[config.mk]
export PLATFORM = sky130hd
export DESIGN_NAME = effective_address_generator
export DESIGN_NICKNAME = d
export VERILOG_FILES = /design/src/ea_adder.v /design/src/effective_address_generator.v
export VERILOG_INCLUDE_DIRS = /design/src /design/src/src
export SDC_FILE = /design/constraint.sdc
export NUM_CORES = 1
export LEC_CHECK = 0
export ABC_CLOCK_PERIOD_IN_PS = 5000
export BUFFER_PORTS_ARGS = -buffer_cell sky130_fd_sc_hd__buf_2
export CORE_ASPECT_RATIO = 1.4
export CORE_MARGIN = 1.5
export CORE_UTILIZATION = 45
export CTS_CLUSTER_SIZE = 10
export DETAILED_ROUTE_END_ITERATION = 10
export PLACE_DENSITY_LB_ADDON = 0.08
export SYNTH_ARGS = -nofsm -noshare
export SYNTH_HDL_FRONTEND = slang
export SYNTH_SLANG_ARGS = --single-unit
[constraint.sdc]
create_clock -name ref_clk -period 5 [get_ports ref_clk]
set_input_delay 1 -clock ref_clk [delete_from_list [all_inputs] [get_ports ref_clk]]
set_output_delay 1 -clock ref_clk [all_outputs]
set_load 0.03 [all_outputs]
[src/ea_gen_defines.vh]
`ifndef EA_GEN_DEFINES_VH
`define EA_GEN_DEFINES_VH
// addressing mode codes
`define MODE_IMPLIED 4'h0
`define MODE_ABS 4'h1
`define MODE_ZP 4'h2
`define MODE_ZP_X 4'h3
`define MODE_ZP_Y 4'h4
`define MODE_ABS_X 4'h5
`define MODE_ABS_Y 4'h6
`define MODE_REL 4'h7
`define MODE_IND_X 4'h8
`define MODE_IND_Y 4'h9
`define MODE_IND_JMP 4'hA
// page zero high byte
`define PAGE_ZERO 8'h00
`define PTR_STEP 8'h01
`define PTR_STEP16 16'h0001
`define SIGN_BIT 7
`endif

[src/ea_adder.v]
`timescale 1ns/1ps
`default_nettype none
module ea_adder (
	// operands
	input wire [15:0] base,
	input wire [7:0] offset,
	input wire signed_offset,
	input wire wrap_page,
	// result
	output wire [15:0] sum
);
`include "ea_gen_defines.vh"
	wire [8:0] low_sum;
	wire carry;
	wire [7:0] high_adj;
	assign low_sum = {1'b0, base[7:0]} + {1'b0, offset};
	assign carry = low_sum[8];
	// high byte: carry, or carry minus one for negative offset
	assign high_adj = signed_offset ? (offset[`SIGN_BIT] ? (carry ? 8'h00 : 8'hFF) : {7'h00, carry}) : {7'h00, carry};
	assign sum = wrap_page ? {`PAGE_ZERO, low_sum[7:0]} : {base[15:8] + high_adj, low_sum[7:0]};
endmodule
`default_nettype wire

[src/effective_address_generator.v]
// Overview of operation
// - absolute: first operand byte is low address, second is high, full space
// - zero page: one operand byte as low address, high byte forced zero
// - zero page indexed: low address is operand plus selected index
// - zero page indexed sum wraps in page zero, no carry upward
// - absolute indexed: index added to 16-bit base from operand bytes
// - implied: no operand address bytes fetched, location from opcode
// - relative: signed operand added to next-instruction program counter
// - pre-indexed indirect: operand plus first index, carry dropped, gives pointer
// - pre-indexed indirect: low byte at pointer, high at next, in page zero
// - post-indexed indirect: pointer low byte plus second index gives low address
// - post-indexed indirect: low-sum carry added to pointer high byte
// - indirect jump: read target bytes at pointer and next, load program counter
// - address lines are 12, 13 or 16 wide by variant
// - a valid address is driven every cycle, no qualifier needed
// - opcode-fetch indicator high only in the cycle after an idle cycle with no start, low in the fetch cycle after done
`timescale 1ns/1ps
`default_nettype none
module effective_address_generator #(
	parameter ADDR_WIDTH = 16
) (
	// clock and reset
	input wire ref_clk,
	input wire reset,
	// decoder request
	input wire start,
	input wire [3:0] mode,
	input wire [15:0] pc_next,
	input wire [7:0] index_x,
	input wire [7:0] index_y,
	// memory read data
	input wire [7:0] read_data,
	// memory side
	output reg [ADDR_WIDTH-1:0] address_lines,
	output reg opcode_fetch,
	output reg valid_memory_address_qualifier,
	// result
	output reg [15:0] effective_address,
	output reg [15:0] pc_load,
	output reg pc_load_valid,
	output reg done,
	output reg busy
);
`include "ea_gen_defines.vh"
	localparam S_OPCODE = 3'h0;
	localparam S_OP1 = 3'h1;
	localparam S_OP2 = 3'h2;
	localparam S_PTR_LO = 3'h3;
	localparam S_PTR_HI = 3'h4;
	localparam S_DONE = 3'h5;

	reg [2:0] state_reg, state_next;
	reg [3:0] mode_reg, mode_next;
	reg [15:0] fetch_pc_reg, fetch_pc_next;
	reg [7:0] op1_reg, op1_next;
	reg [7:0] op2_reg, op2_next;
	reg [7:0] lo_reg, lo_next;
	reg [15:0] addr_next;
	reg [15:0] ea_next;
	reg done_next, load_next, fetch_next;

	reg [15:0] add_base;
	reg [7:0] add_off;
	reg add_signed, add_wrap;
	wire [15:0] add_sum;

	function two_byte;
		input [3:0] m;
		begin
			two_byte = (m == `MODE_ABS) || (m == `MODE_ABS_X) || (m == `MODE_ABS_Y) || (m == `MODE_IND_JMP);
		end
	endfunction

	ea_adder u_adder (
		.base(add_base),
		.offset(add_off),
		.signed_offset(add_signed),
		.wrap_page(add_wrap),
		.sum(add_sum)
	);

	// adder operand selection
	always @* begin
		add_base = {op2_reg, op1_reg};
		add_off = 8'h00;
		add_signed = 1'b0;
		add_wrap = 1'b0;
		case (mode_reg)
			`MODE_ZP_X: begin
				add_base = {`PAGE_ZERO, op1_reg};
				add_off = index_x;
				add_wrap = 1'b1;
			end
			`MODE_ZP_Y: begin
				add_base = {`PAGE_ZERO, op1_reg};
				add_off = index_y;
				add_wrap = 1'b1;
			end
			`MODE_ABS_X: add_off = index_x;
			`MODE_ABS_Y: add_off = index_y;
			`MODE_REL: begin
				add_base = fetch_pc_reg;
				add_off = op1_reg;
				add_signed = 1'b1;
			end
			`MODE_IND_X: begin
				add_base = {`PAGE_ZERO, op1_reg};
				add_off = index_x;
				add_wrap = 1'b1;
			end
			`MODE_IND_Y: begin
				add_base = {read_data, lo_reg};
				add_off = index_y;
			end
			default: begin
				add_base = {op2_reg, op1_reg};
			end
		endcase
	end

	// sequencing
	always @* begin
		state_next = state_reg;
		mode_next = mode_reg;
		fetch_pc_next = fetch_pc_reg;
		op1_next = op1_reg;
		op2_next = op2_reg;
		lo_next = lo_reg;
		addr_next = fetch_pc_reg;
		ea_next = effective_address;
		done_next = 1'b0;
		load_next = 1'b0;
		fetch_next = 1'b0;
		case (state_reg)
			S_OPCODE: begin
				if (start) begin
					mode_next = mode;
					fetch_pc_next = pc_next;
					if (mode == `MODE_IMPLIED) begin
						ea_next = pc_next;
						state_next = S_DONE;
					end else begin
						addr_next = pc_next;
						state_next = S_OP1;
					end
				end else begin
					addr_next = pc_next;
					fetch_next = 1'b1;
				end
			end
			S_OP1: begin
				op1_next = read_data;
				fetch_pc_next = fetch_pc_reg + `PTR_STEP16;
				addr_next = fetch_pc_reg + `PTR_STEP16;
				if (two_byte(mode_reg)) begin
					state_next = S_OP2;
				end else if (mode_reg == `MODE_IND_X || mode_reg == `MODE_IND_Y) begin
					state_next = S_PTR_LO;
				end else begin
					state_next = S_DONE;
				end
			end
			S_OP2: begin
				op2_next = read_data;
				fetch_pc_next = fetch_pc_reg + `PTR_STEP16;
				addr_next = fetch_pc_reg + `PTR_STEP16;
				state_next = (mode_reg == `MODE_IND_JMP) ? S_PTR_LO : S_DONE;
			end
			S_PTR_LO: begin
				if (mode_reg == `MODE_IND_X) begin
					addr_next = add_sum;
				end else if (mode_reg == `MODE_IND_Y) begin
					addr_next = {`PAGE_ZERO, op1_reg};
				end else begin
					addr_next = {op2_reg, op1_reg};
				end
				state_next = S_PTR_HI;
			end
			S_PTR_HI: begin
				lo_next = read_data;
				if (mode_reg == `MODE_IND_JMP) begin
					addr_next = {op2_reg, op1_reg} + `PTR_STEP16;
				end else begin
					addr_next = {`PAGE_ZERO, address_lines[7:0] + `PTR_STEP};
				end
				state_next = S_DONE;
			end
			default: begin
				case (mode_reg)
					`MODE_ABS: ea_next = {op2_reg, op1_reg};
					`MODE_ZP: ea_next = {`PAGE_ZERO, op1_reg};
					`MODE_IND_X: ea_next = {read_data, lo_reg};
					`MODE_IND_JMP: begin
						ea_next = {read_data, lo_reg};
						load_next = 1'b1;
					end
					`MODE_IMPLIED: ea_next = effective_address;
					default: ea_next = add_sum;
				endcase
				if (mode_reg == `MODE_REL) begin
					load_next = 1'b1;
				end
				done_next = 1'b1;
				addr_next = fetch_pc_reg;
				state_next = S_OPCODE;
			end
		endcase
	end

	always @(posedge ref_clk) begin
		if (reset) begin
			state_reg <= S_OPCODE;
			mode_reg <= `MODE_IMPLIED;
			fetch_pc_reg <= 16'h0000;
			op1_reg <= 8'h00;
			op2_reg <= 8'h00;
			lo_reg <= 8'h00;
			address_lines <= {ADDR_WIDTH{1'b0}};
			opcode_fetch <= 1'b0;
			valid_memory_address_qualifier <= 1'b1;
			effective_address <= 16'h0000;
			pc_load <= 16'h0000;
			pc_load_valid <= 1'b0;
			done <= 1'b0;
			busy <= 1'b0;
		end else begin
			state_reg <= state_next;
			mode_reg <= mode_next;
			fetch_pc_reg <= fetch_pc_next;
			op1_reg <= op1_next;
			op2_reg <= op2_next;
			lo_reg <= lo_next;
			address_lines <= addr_next[ADDR_WIDTH-1:0];
			opcode_fetch <= fetch_next;
			valid_memory_address_qualifier <= 1'b1;
			effective_address <= ea_next;
			pc_load <= ea_next;
			pc_load_valid <= load_next;
			done <= done_next;
			busy <= (state_next != S_OPCODE);
		end
	end
endmodule
`default_nettype wire

==> Word level (Yosys, flattened, before mapping) <==
Cells that the tools add are included.
{ "classes": {"n_bitwise": 2, "eq_ne": 17, "n_reduce_logical": 21, "add_sub_neg": 5, "muxes": 30} }
{ "ops": {"columns": ["cell", "count"], "rows": [
  ["$mux 16", 9],
  ["$pmux 16 s4", 2],
  ["$pmux 16 s2", 2],
  ["$pmux 16 s3", 1],
  ["$add 16x1->16 const B", 2],
  ["$mux 8", 3],
  ["$pmux 8 s3", 1],
  ["$eq 4x3->1 const B", 4],
  ["$mux 3", 5],
  ["$pmux 3 s5", 1],
  ["$eq 4x4->1 const B", 3],
  ["$add 8x8->9", 1],
  ["$reduce_or 3->1", 3],
  ["$add 8x1->8 const B", 1],
  ["$add 8x8->8", 1],
  ["$eq 4x2->1 const B", 2],
  ["$logic_not 4->1", 2],
  ["$eq 3x2->1 const B", 2],
  ["$mux 1", 6],
  ["$ne 2x2->1 const B", 3],
  ["$reduce_or 2->1", 3],
  ["$reduce_or 6->1", 1],
  ["$reduce_or 5->1", 1],
  ["$eq 4x1->1 const B", 1],
  ["other kinds (10)", 15]
]} }
{ "totals": {"out_inout_bits": 53, "in_bits": 47, "ff_bits": 83, "word_cells": 87} }

==> Depth between registers and ports, before layout <==
{ "logic_depth": {"word_depth": 11, "mapped_depth": 25, "mapped_depth_nobuf": 23} }

==> Hierarchy <==
A second synthesis with hierarchy kept.
{ "hier_totals": {"cells_unflattened": 849, "hier_area_um2": 6571.3} }
{ "modules_own_cells": {"columns": ["module", "seq_area_each_um2", "instances", "cells_per_inst", "area_each_um2"], "rows": [
  ["effective_address_generator", 1661.6, 1, 753, 5816.8],
  ["ea_adder", 0.0, 1, 96, 754.5]
]} }

==> Least setup slack after synthesis <==
Ideal clock, no wire load.
{ "synth_path": {"kind": "reg2reg", "startpoint": "register mode_reg[0]", "endpoint": "register pc_load[14]", "synth_period_minus_slack_ns": 4.599, "path_buffers": 3, "arrival_ns": 4.479, "stages_incl_launch_ff": 26, "required_time_ns": 4.879, "slack_ns": 0.401, "setup_ns": 0.121, "cell_sequence": "dfxtp_1 -> buf_4 -> buf_2 -> nand2_1 -> nor2_2 -> clkbuf_1 -> a222oi_1 -> inv_1 -> ha_1 -> fa_1 -> a21o_1 -> a21oi_1 -> o21ai_0 -> a21o_1 -> nand2_1 -> nor2b_1 -> ha_1 -> a22oi_1 -> ha_1 -> fa_1 -> a21o_1 -> a21oi_1 -> o21bai_1 -> a21oi_1 -> xor2_1 -> o21ai_1"} }
{ "synth_between": {"elab_chain_len": 11, "elab_cells_between_ends": 29, "classes_between": "add/sub (2); eq/ne (11); mux (10); reduce/logical (6)"} }
{ "synth_lines": {"columns": ["item", "line", "text"], "rows": [
  ["start: declaration", "effective_address_generator.v:53", "reg [3:0] mode_reg, mode_next;"],
  ["start signal: assignment", "effective_address_generator.v:213", "mode_reg <= `MODE_IMPLIED;"],
  ["start signal: assignment", "effective_address_generator.v:228", "mode_reg <= mode_next;"],
  ["$eq 4x4->1, or another cell as far along", "effective_address_generator.v:88, effective_address_generator.v:189", null],
  ["$reduce_or 3->1 (no line)", null, null],
  ["$pmux 16 s3 / $pmux 8 s3 (equally long branches)", "effective_address_generator.v:88", "case (mode_reg)"],
  ["$add 8x8->9", "ea_adder.v:16", "assign low_sum = {1'b0, base[7:0]} + {1'b0, offset};"],
  ["$mux 8 (3 in series)", "ea_adder.v:19", "assign high_adj = signed_offset ? (offset[`SIGN_BIT] ? (carry ? 8'h00 : 8'hFF) : {7'h00, carry}) : {7'h00, car ..."],
  ["$add 8x8->8", "ea_adder.v:20", "assign sum = wrap_page ? {`PAGE_ZERO, low_sum[7:0]} : {base[15:8] + high_adj, low_sum[7:0]};"],
  ["$mux 16", "ea_adder.v:20", null],
  ["$pmux 16 s4", "effective_address_generator.v:189", "case (mode_reg)"],
  ["$pmux 16 s2", "effective_address_generator.v:134", "case (state_reg)"],
  ["end signal: assignment", "effective_address_generator.v:237", "pc_load <= ea_next;"],
  ["end: declaration", "effective_address_generator.v:39", "output reg [15:0] pc_load,"]
]} }
Parallel ways exist; a longest one is shown, timed or not.
A chain may end at the register's enable or synchronous reset.

==> Worst setup path in the final report <==
{ "layout_path": {"startpoint": "register mode_reg[3]", "endpoint": "register pc_load[12]"} }
The elaborated chain is that of the path after synthesis.

==> flow_summary.toml <==
[critical_path]
cp_slowest_cell = "fa_1"
max_stage_delay_ns = 0.47
worstPathRequired_ns = 5.27
path_delay_family = "compound AO/OA/AOI/OAI gates"
endpoint_kind = "register"
critPathMaxFanout = 18
worst_ep_arrival_time_ns = 4.86
worstSetupPathType = "register to register"
cp_cell_sequence = "nand2b_1 -> nor2_2 -> buf_4 -> a22oi_1 -> nand2_1 -> fa_1 -> a21o_1 -> a21oi_1 -> o21ai_0 -> a21o_1 -> nand2_1 -> nor2b_1 -> ha_1 -> a22oi_1 -> ha_1 -> fa_1 -> a21o_1 -> a21oi_1 -> xnor2_1 -> o21ai_0 -> o211ai_1 -> a21oi_1"
start_kind = "register"
path_buf_inv = 1

[timing]
fmax_mhz = 218
hold_viol = 0
finClkSkew_ns = 0.00731
relSlewSlack_pct = 41.4
worst_pin_slew_ns = 0.878
slew_viol_final = 0
min_period_over_period_pct = 91.8
tns_ns = 0
setup_viol = 0
period_minus_slack_ns = 4.59
setup_ws_ns = 0.412
finalHoldWorstSlack_ns = 0.455
rsz0062_at_grt = "false"

[pwr]
combPwrFrac_pct = 45.7
power_density_nw_per_um2 = 440
p_switching_w = 0.00144
p_sw_share_pct = 46.9
p_int_w = 0.00163
power.share.clock_pct = 21.1
ir_drop_v = 0.000178
p_leak_nw = 2.95
seqPwrFrac_pct = 33.2

[floorplan]
die_h_um = 142
fp.coreArea_um2 = 13400
start_util_pct = 46.1
io-pin-count = 100
fp.dieW_um = 102
row_count = 50
dieArea_um2 = 14400

[place]
io_buffers = 98
dp_hpwl_mm = 17.5
place_area_um2 = 6690
gp_congestion = 0.919
place_ws_ns = 0.131

[finish]
final_util_pct = 52.1
fin_area_um2 = 6970
drive_above_1_share_pct = 18.2
fin_nets = 944
area.growth.synth_to_final_pct = 13.0

[detailed_routing]
routed_via_density = 6.20
post_drt_wl_per_cell_um = 21.5
detail-route-antenna-nets = 0
dr.first_iter.drc_count = 597
firstDrtPassIters = 5
drc = 0
wl_mm = 22.9
route.vias.total = 6593

[clock_tree]
cts_buffer_depth = 2
root_buffer = "clkbuf_16"
cts.clk_slew.worst_paths_ns = 0.07
post-cts-setup-buffers = 0
cts_tree = "yes"
cts_buffers = 9
h-tree-depth = 3
clkLatencyLatePin_ns = 0.35
cts_sinks = 83

[synthesis]
seq_area_frac_synth_pct = 26.9
yosysUniqueCellTypes = 67
syn_nets = 889
synth_seq_cells = 83
synth_edf_count = 0
synth-warning-count = 0
dominantRegCellSynth = "dfxtp_1"
synth_cells = 821
avgSynthCellArea_um2 = 7.52
async_flop_share_pct = 0
syn-cell-area_um2 = 6170

[global_routing]
first_global_vias = 6101
antenna_found_initial = 1
grt_pass1_wl_mm = 35.0
grt_max_degree = 42
overflow = 0
grt_usage_pct = 32.1

[flow_run]
drv_cap = 0

[hold_path]
hold_class = "register to register"

[run_status]
status = "completed"
## per-stage QoR
step / total power, W / std cells
after floorplan: 0.00195 / 821
after global placement: 0.00240 / 1047
after detailed placement: 0.00240 / 1047
after CTS: 0.00304 / 1063
after global routing: 0.00323 / 1063
final: 0.00307 / 1064
## worst register-to-register path: cells and delay by family, from the launching register on
kind / cells / cell delay (ns)
compound gates: 11 / 1.91
fa+ha+maj: 4 / 1.22
flops: 1 / 0.42
buf+inv: 1 / 0.21
xor+xnor: 1 / 0.09
simple gates: 5 / 0.66
## cell families (layout without fill, tap and decap cells)
kind of cell / Yosys count / after routing / share of synthesized area (%)
fa+ha+maj: 21 / 21 / 4.50
other cells: 1 / 2 / 0.0608
mux: 30 / 30 / 4.93
xor+xnor: 36 / 36 / 5.11
flops: 83 / 83 / 26.9
compound gates: 261 / 261 / 28.6
simple gates: 281 / 281 / 21.5
buf+inv: 108 / 168 / 8.37
## area by class of cell
class / count / area, um^2
tap: 182 / 228
timing repair buffer: 128 / 716
antenna: 1 / 2.50
multi-input combinational: 630 / 3990
sequential: 83 / 1660
clock inverter: 5 / 36.3
fill: 1379 / 6410
inverter: 24 / 90.1
clock buffer: 11 / 243
## power groups by stage
stage                     Combinational [W]  Clock, W  Sequential [W]
final                               0.00140  0.000646         0.00102
after global routing                0.00151  0.000678         0.00104
after CTS                           0.00138  0.000651         0.00101
after detailed placement            0.00138         0         0.00102
after global placement              0.00137         0         0.00102
after floorplan                    0.000952         0        0.000996
## final timing paths
check | from | end | slack, ns | cells after the start
setup / recovery | mode_reg[3]$_SDFFE_PP0P_ | pc_load[12]$_SDFFE_PP0P_ | 0.41 | 22
hold / removal | pc_load[8]$_SDFFE_PP0P_ | pc_load[8]$_SDFFE_PP0P_ | 0.46 | 2
setup reg to reg | mode_reg[3]$_SDFFE_PP0P_ | pc_load[12]$_SDFFE_PP0P_ | 0.41 | 22
hold reg to reg | pc_load[8]$_SDFFE_PP0P_ | pc_load[8]$_SDFFE_PP0P_ | 0.46 | 2
## Yosys cell counts (all sizes together), types with 3 or more instances
master / instances / area share (%)
and2: 5 / 0.51
a211oi: 6 / 0.73
nand2: 112 / 6.8
o21ai: 66 / 5.4
nand3: 19 / 1.5
a221oi: 19 / 2.7
buf: 48 / 4.7
a21oi: 58 / 4.8
a31oi: 13 / 1.3
nand4: 9 / 0.91
a311oi: 6 / 0.85
o21bai: 3 / 0.36
a21o: 8 / 0.97
inv: 24 / 1.5
and3: 10 / 1.0
xnor2: 24 / 3.4
mux2i: 27 / 4.4
o221ai: 4 / 0.57
xor2: 12 / 1.7
a22oi: 15 / 1.8
o22ai: 4 / 0.41
nor3b: 3 / 0.36
o221a: 4 / 0.73
o21a: 5 / 0.61
ha: 19 / 3.9
a311o: 3 / 0.49
clkbuf: 36 / 2.2
o211ai: 13 / 1.6
nand2b: 8 / 0.81
or3: 4 / 0.41
dfxtp: 83 / 27
and4: 6 / 0.85
a222oi: 20 / 3.2
nor4: 3 / 0.30
nor2: 77 / 4.8
nor2b: 4 / 0.41
mux2: 3 / 0.55
nor3: 13 / 1.6
## layout by cell type (no fill, tap or decap), types with 8 or more instances in the layout
cell / count
a21o_1: 8
a21oi_1: 57
a221oi_1: 19
a222oi_1: 20
a22oi_1: 15
a31oi_1: 13
and3_1: 10
buf_2: 98
buf_4: 30
clkbuf_16: 9
dfxtp_1: 81
ha_1: 19
inv_1: 24
mux2i_1: 27
nand2_1: 112
nand2b_1: 8
nand3_1: 19
nand4_1: 9
nor2_1: 75
nor3_1: 9
o211ai_1: 13
o21ai_0: 61
xnor2_1: 24
xor2_1: 12
## what timing repair did
item                                    in CTS  in global routing
resized for setup                            0                  2
endpoints found under the setup margin       0                  3
hold buffers                                 0                  0
## layer usage
metal / global-route usage [%] / vias up / wire (um)
met5: 0 / - / 0
met1: 44.2 / 3098 / 9730
met2: 49.1 / 336 / 10500
met3: 4.04 / 54 / 1710
met4: 15.4 / 0 / 931
li1: - / 3105 / -
Power figures use the tool's default switching activity.
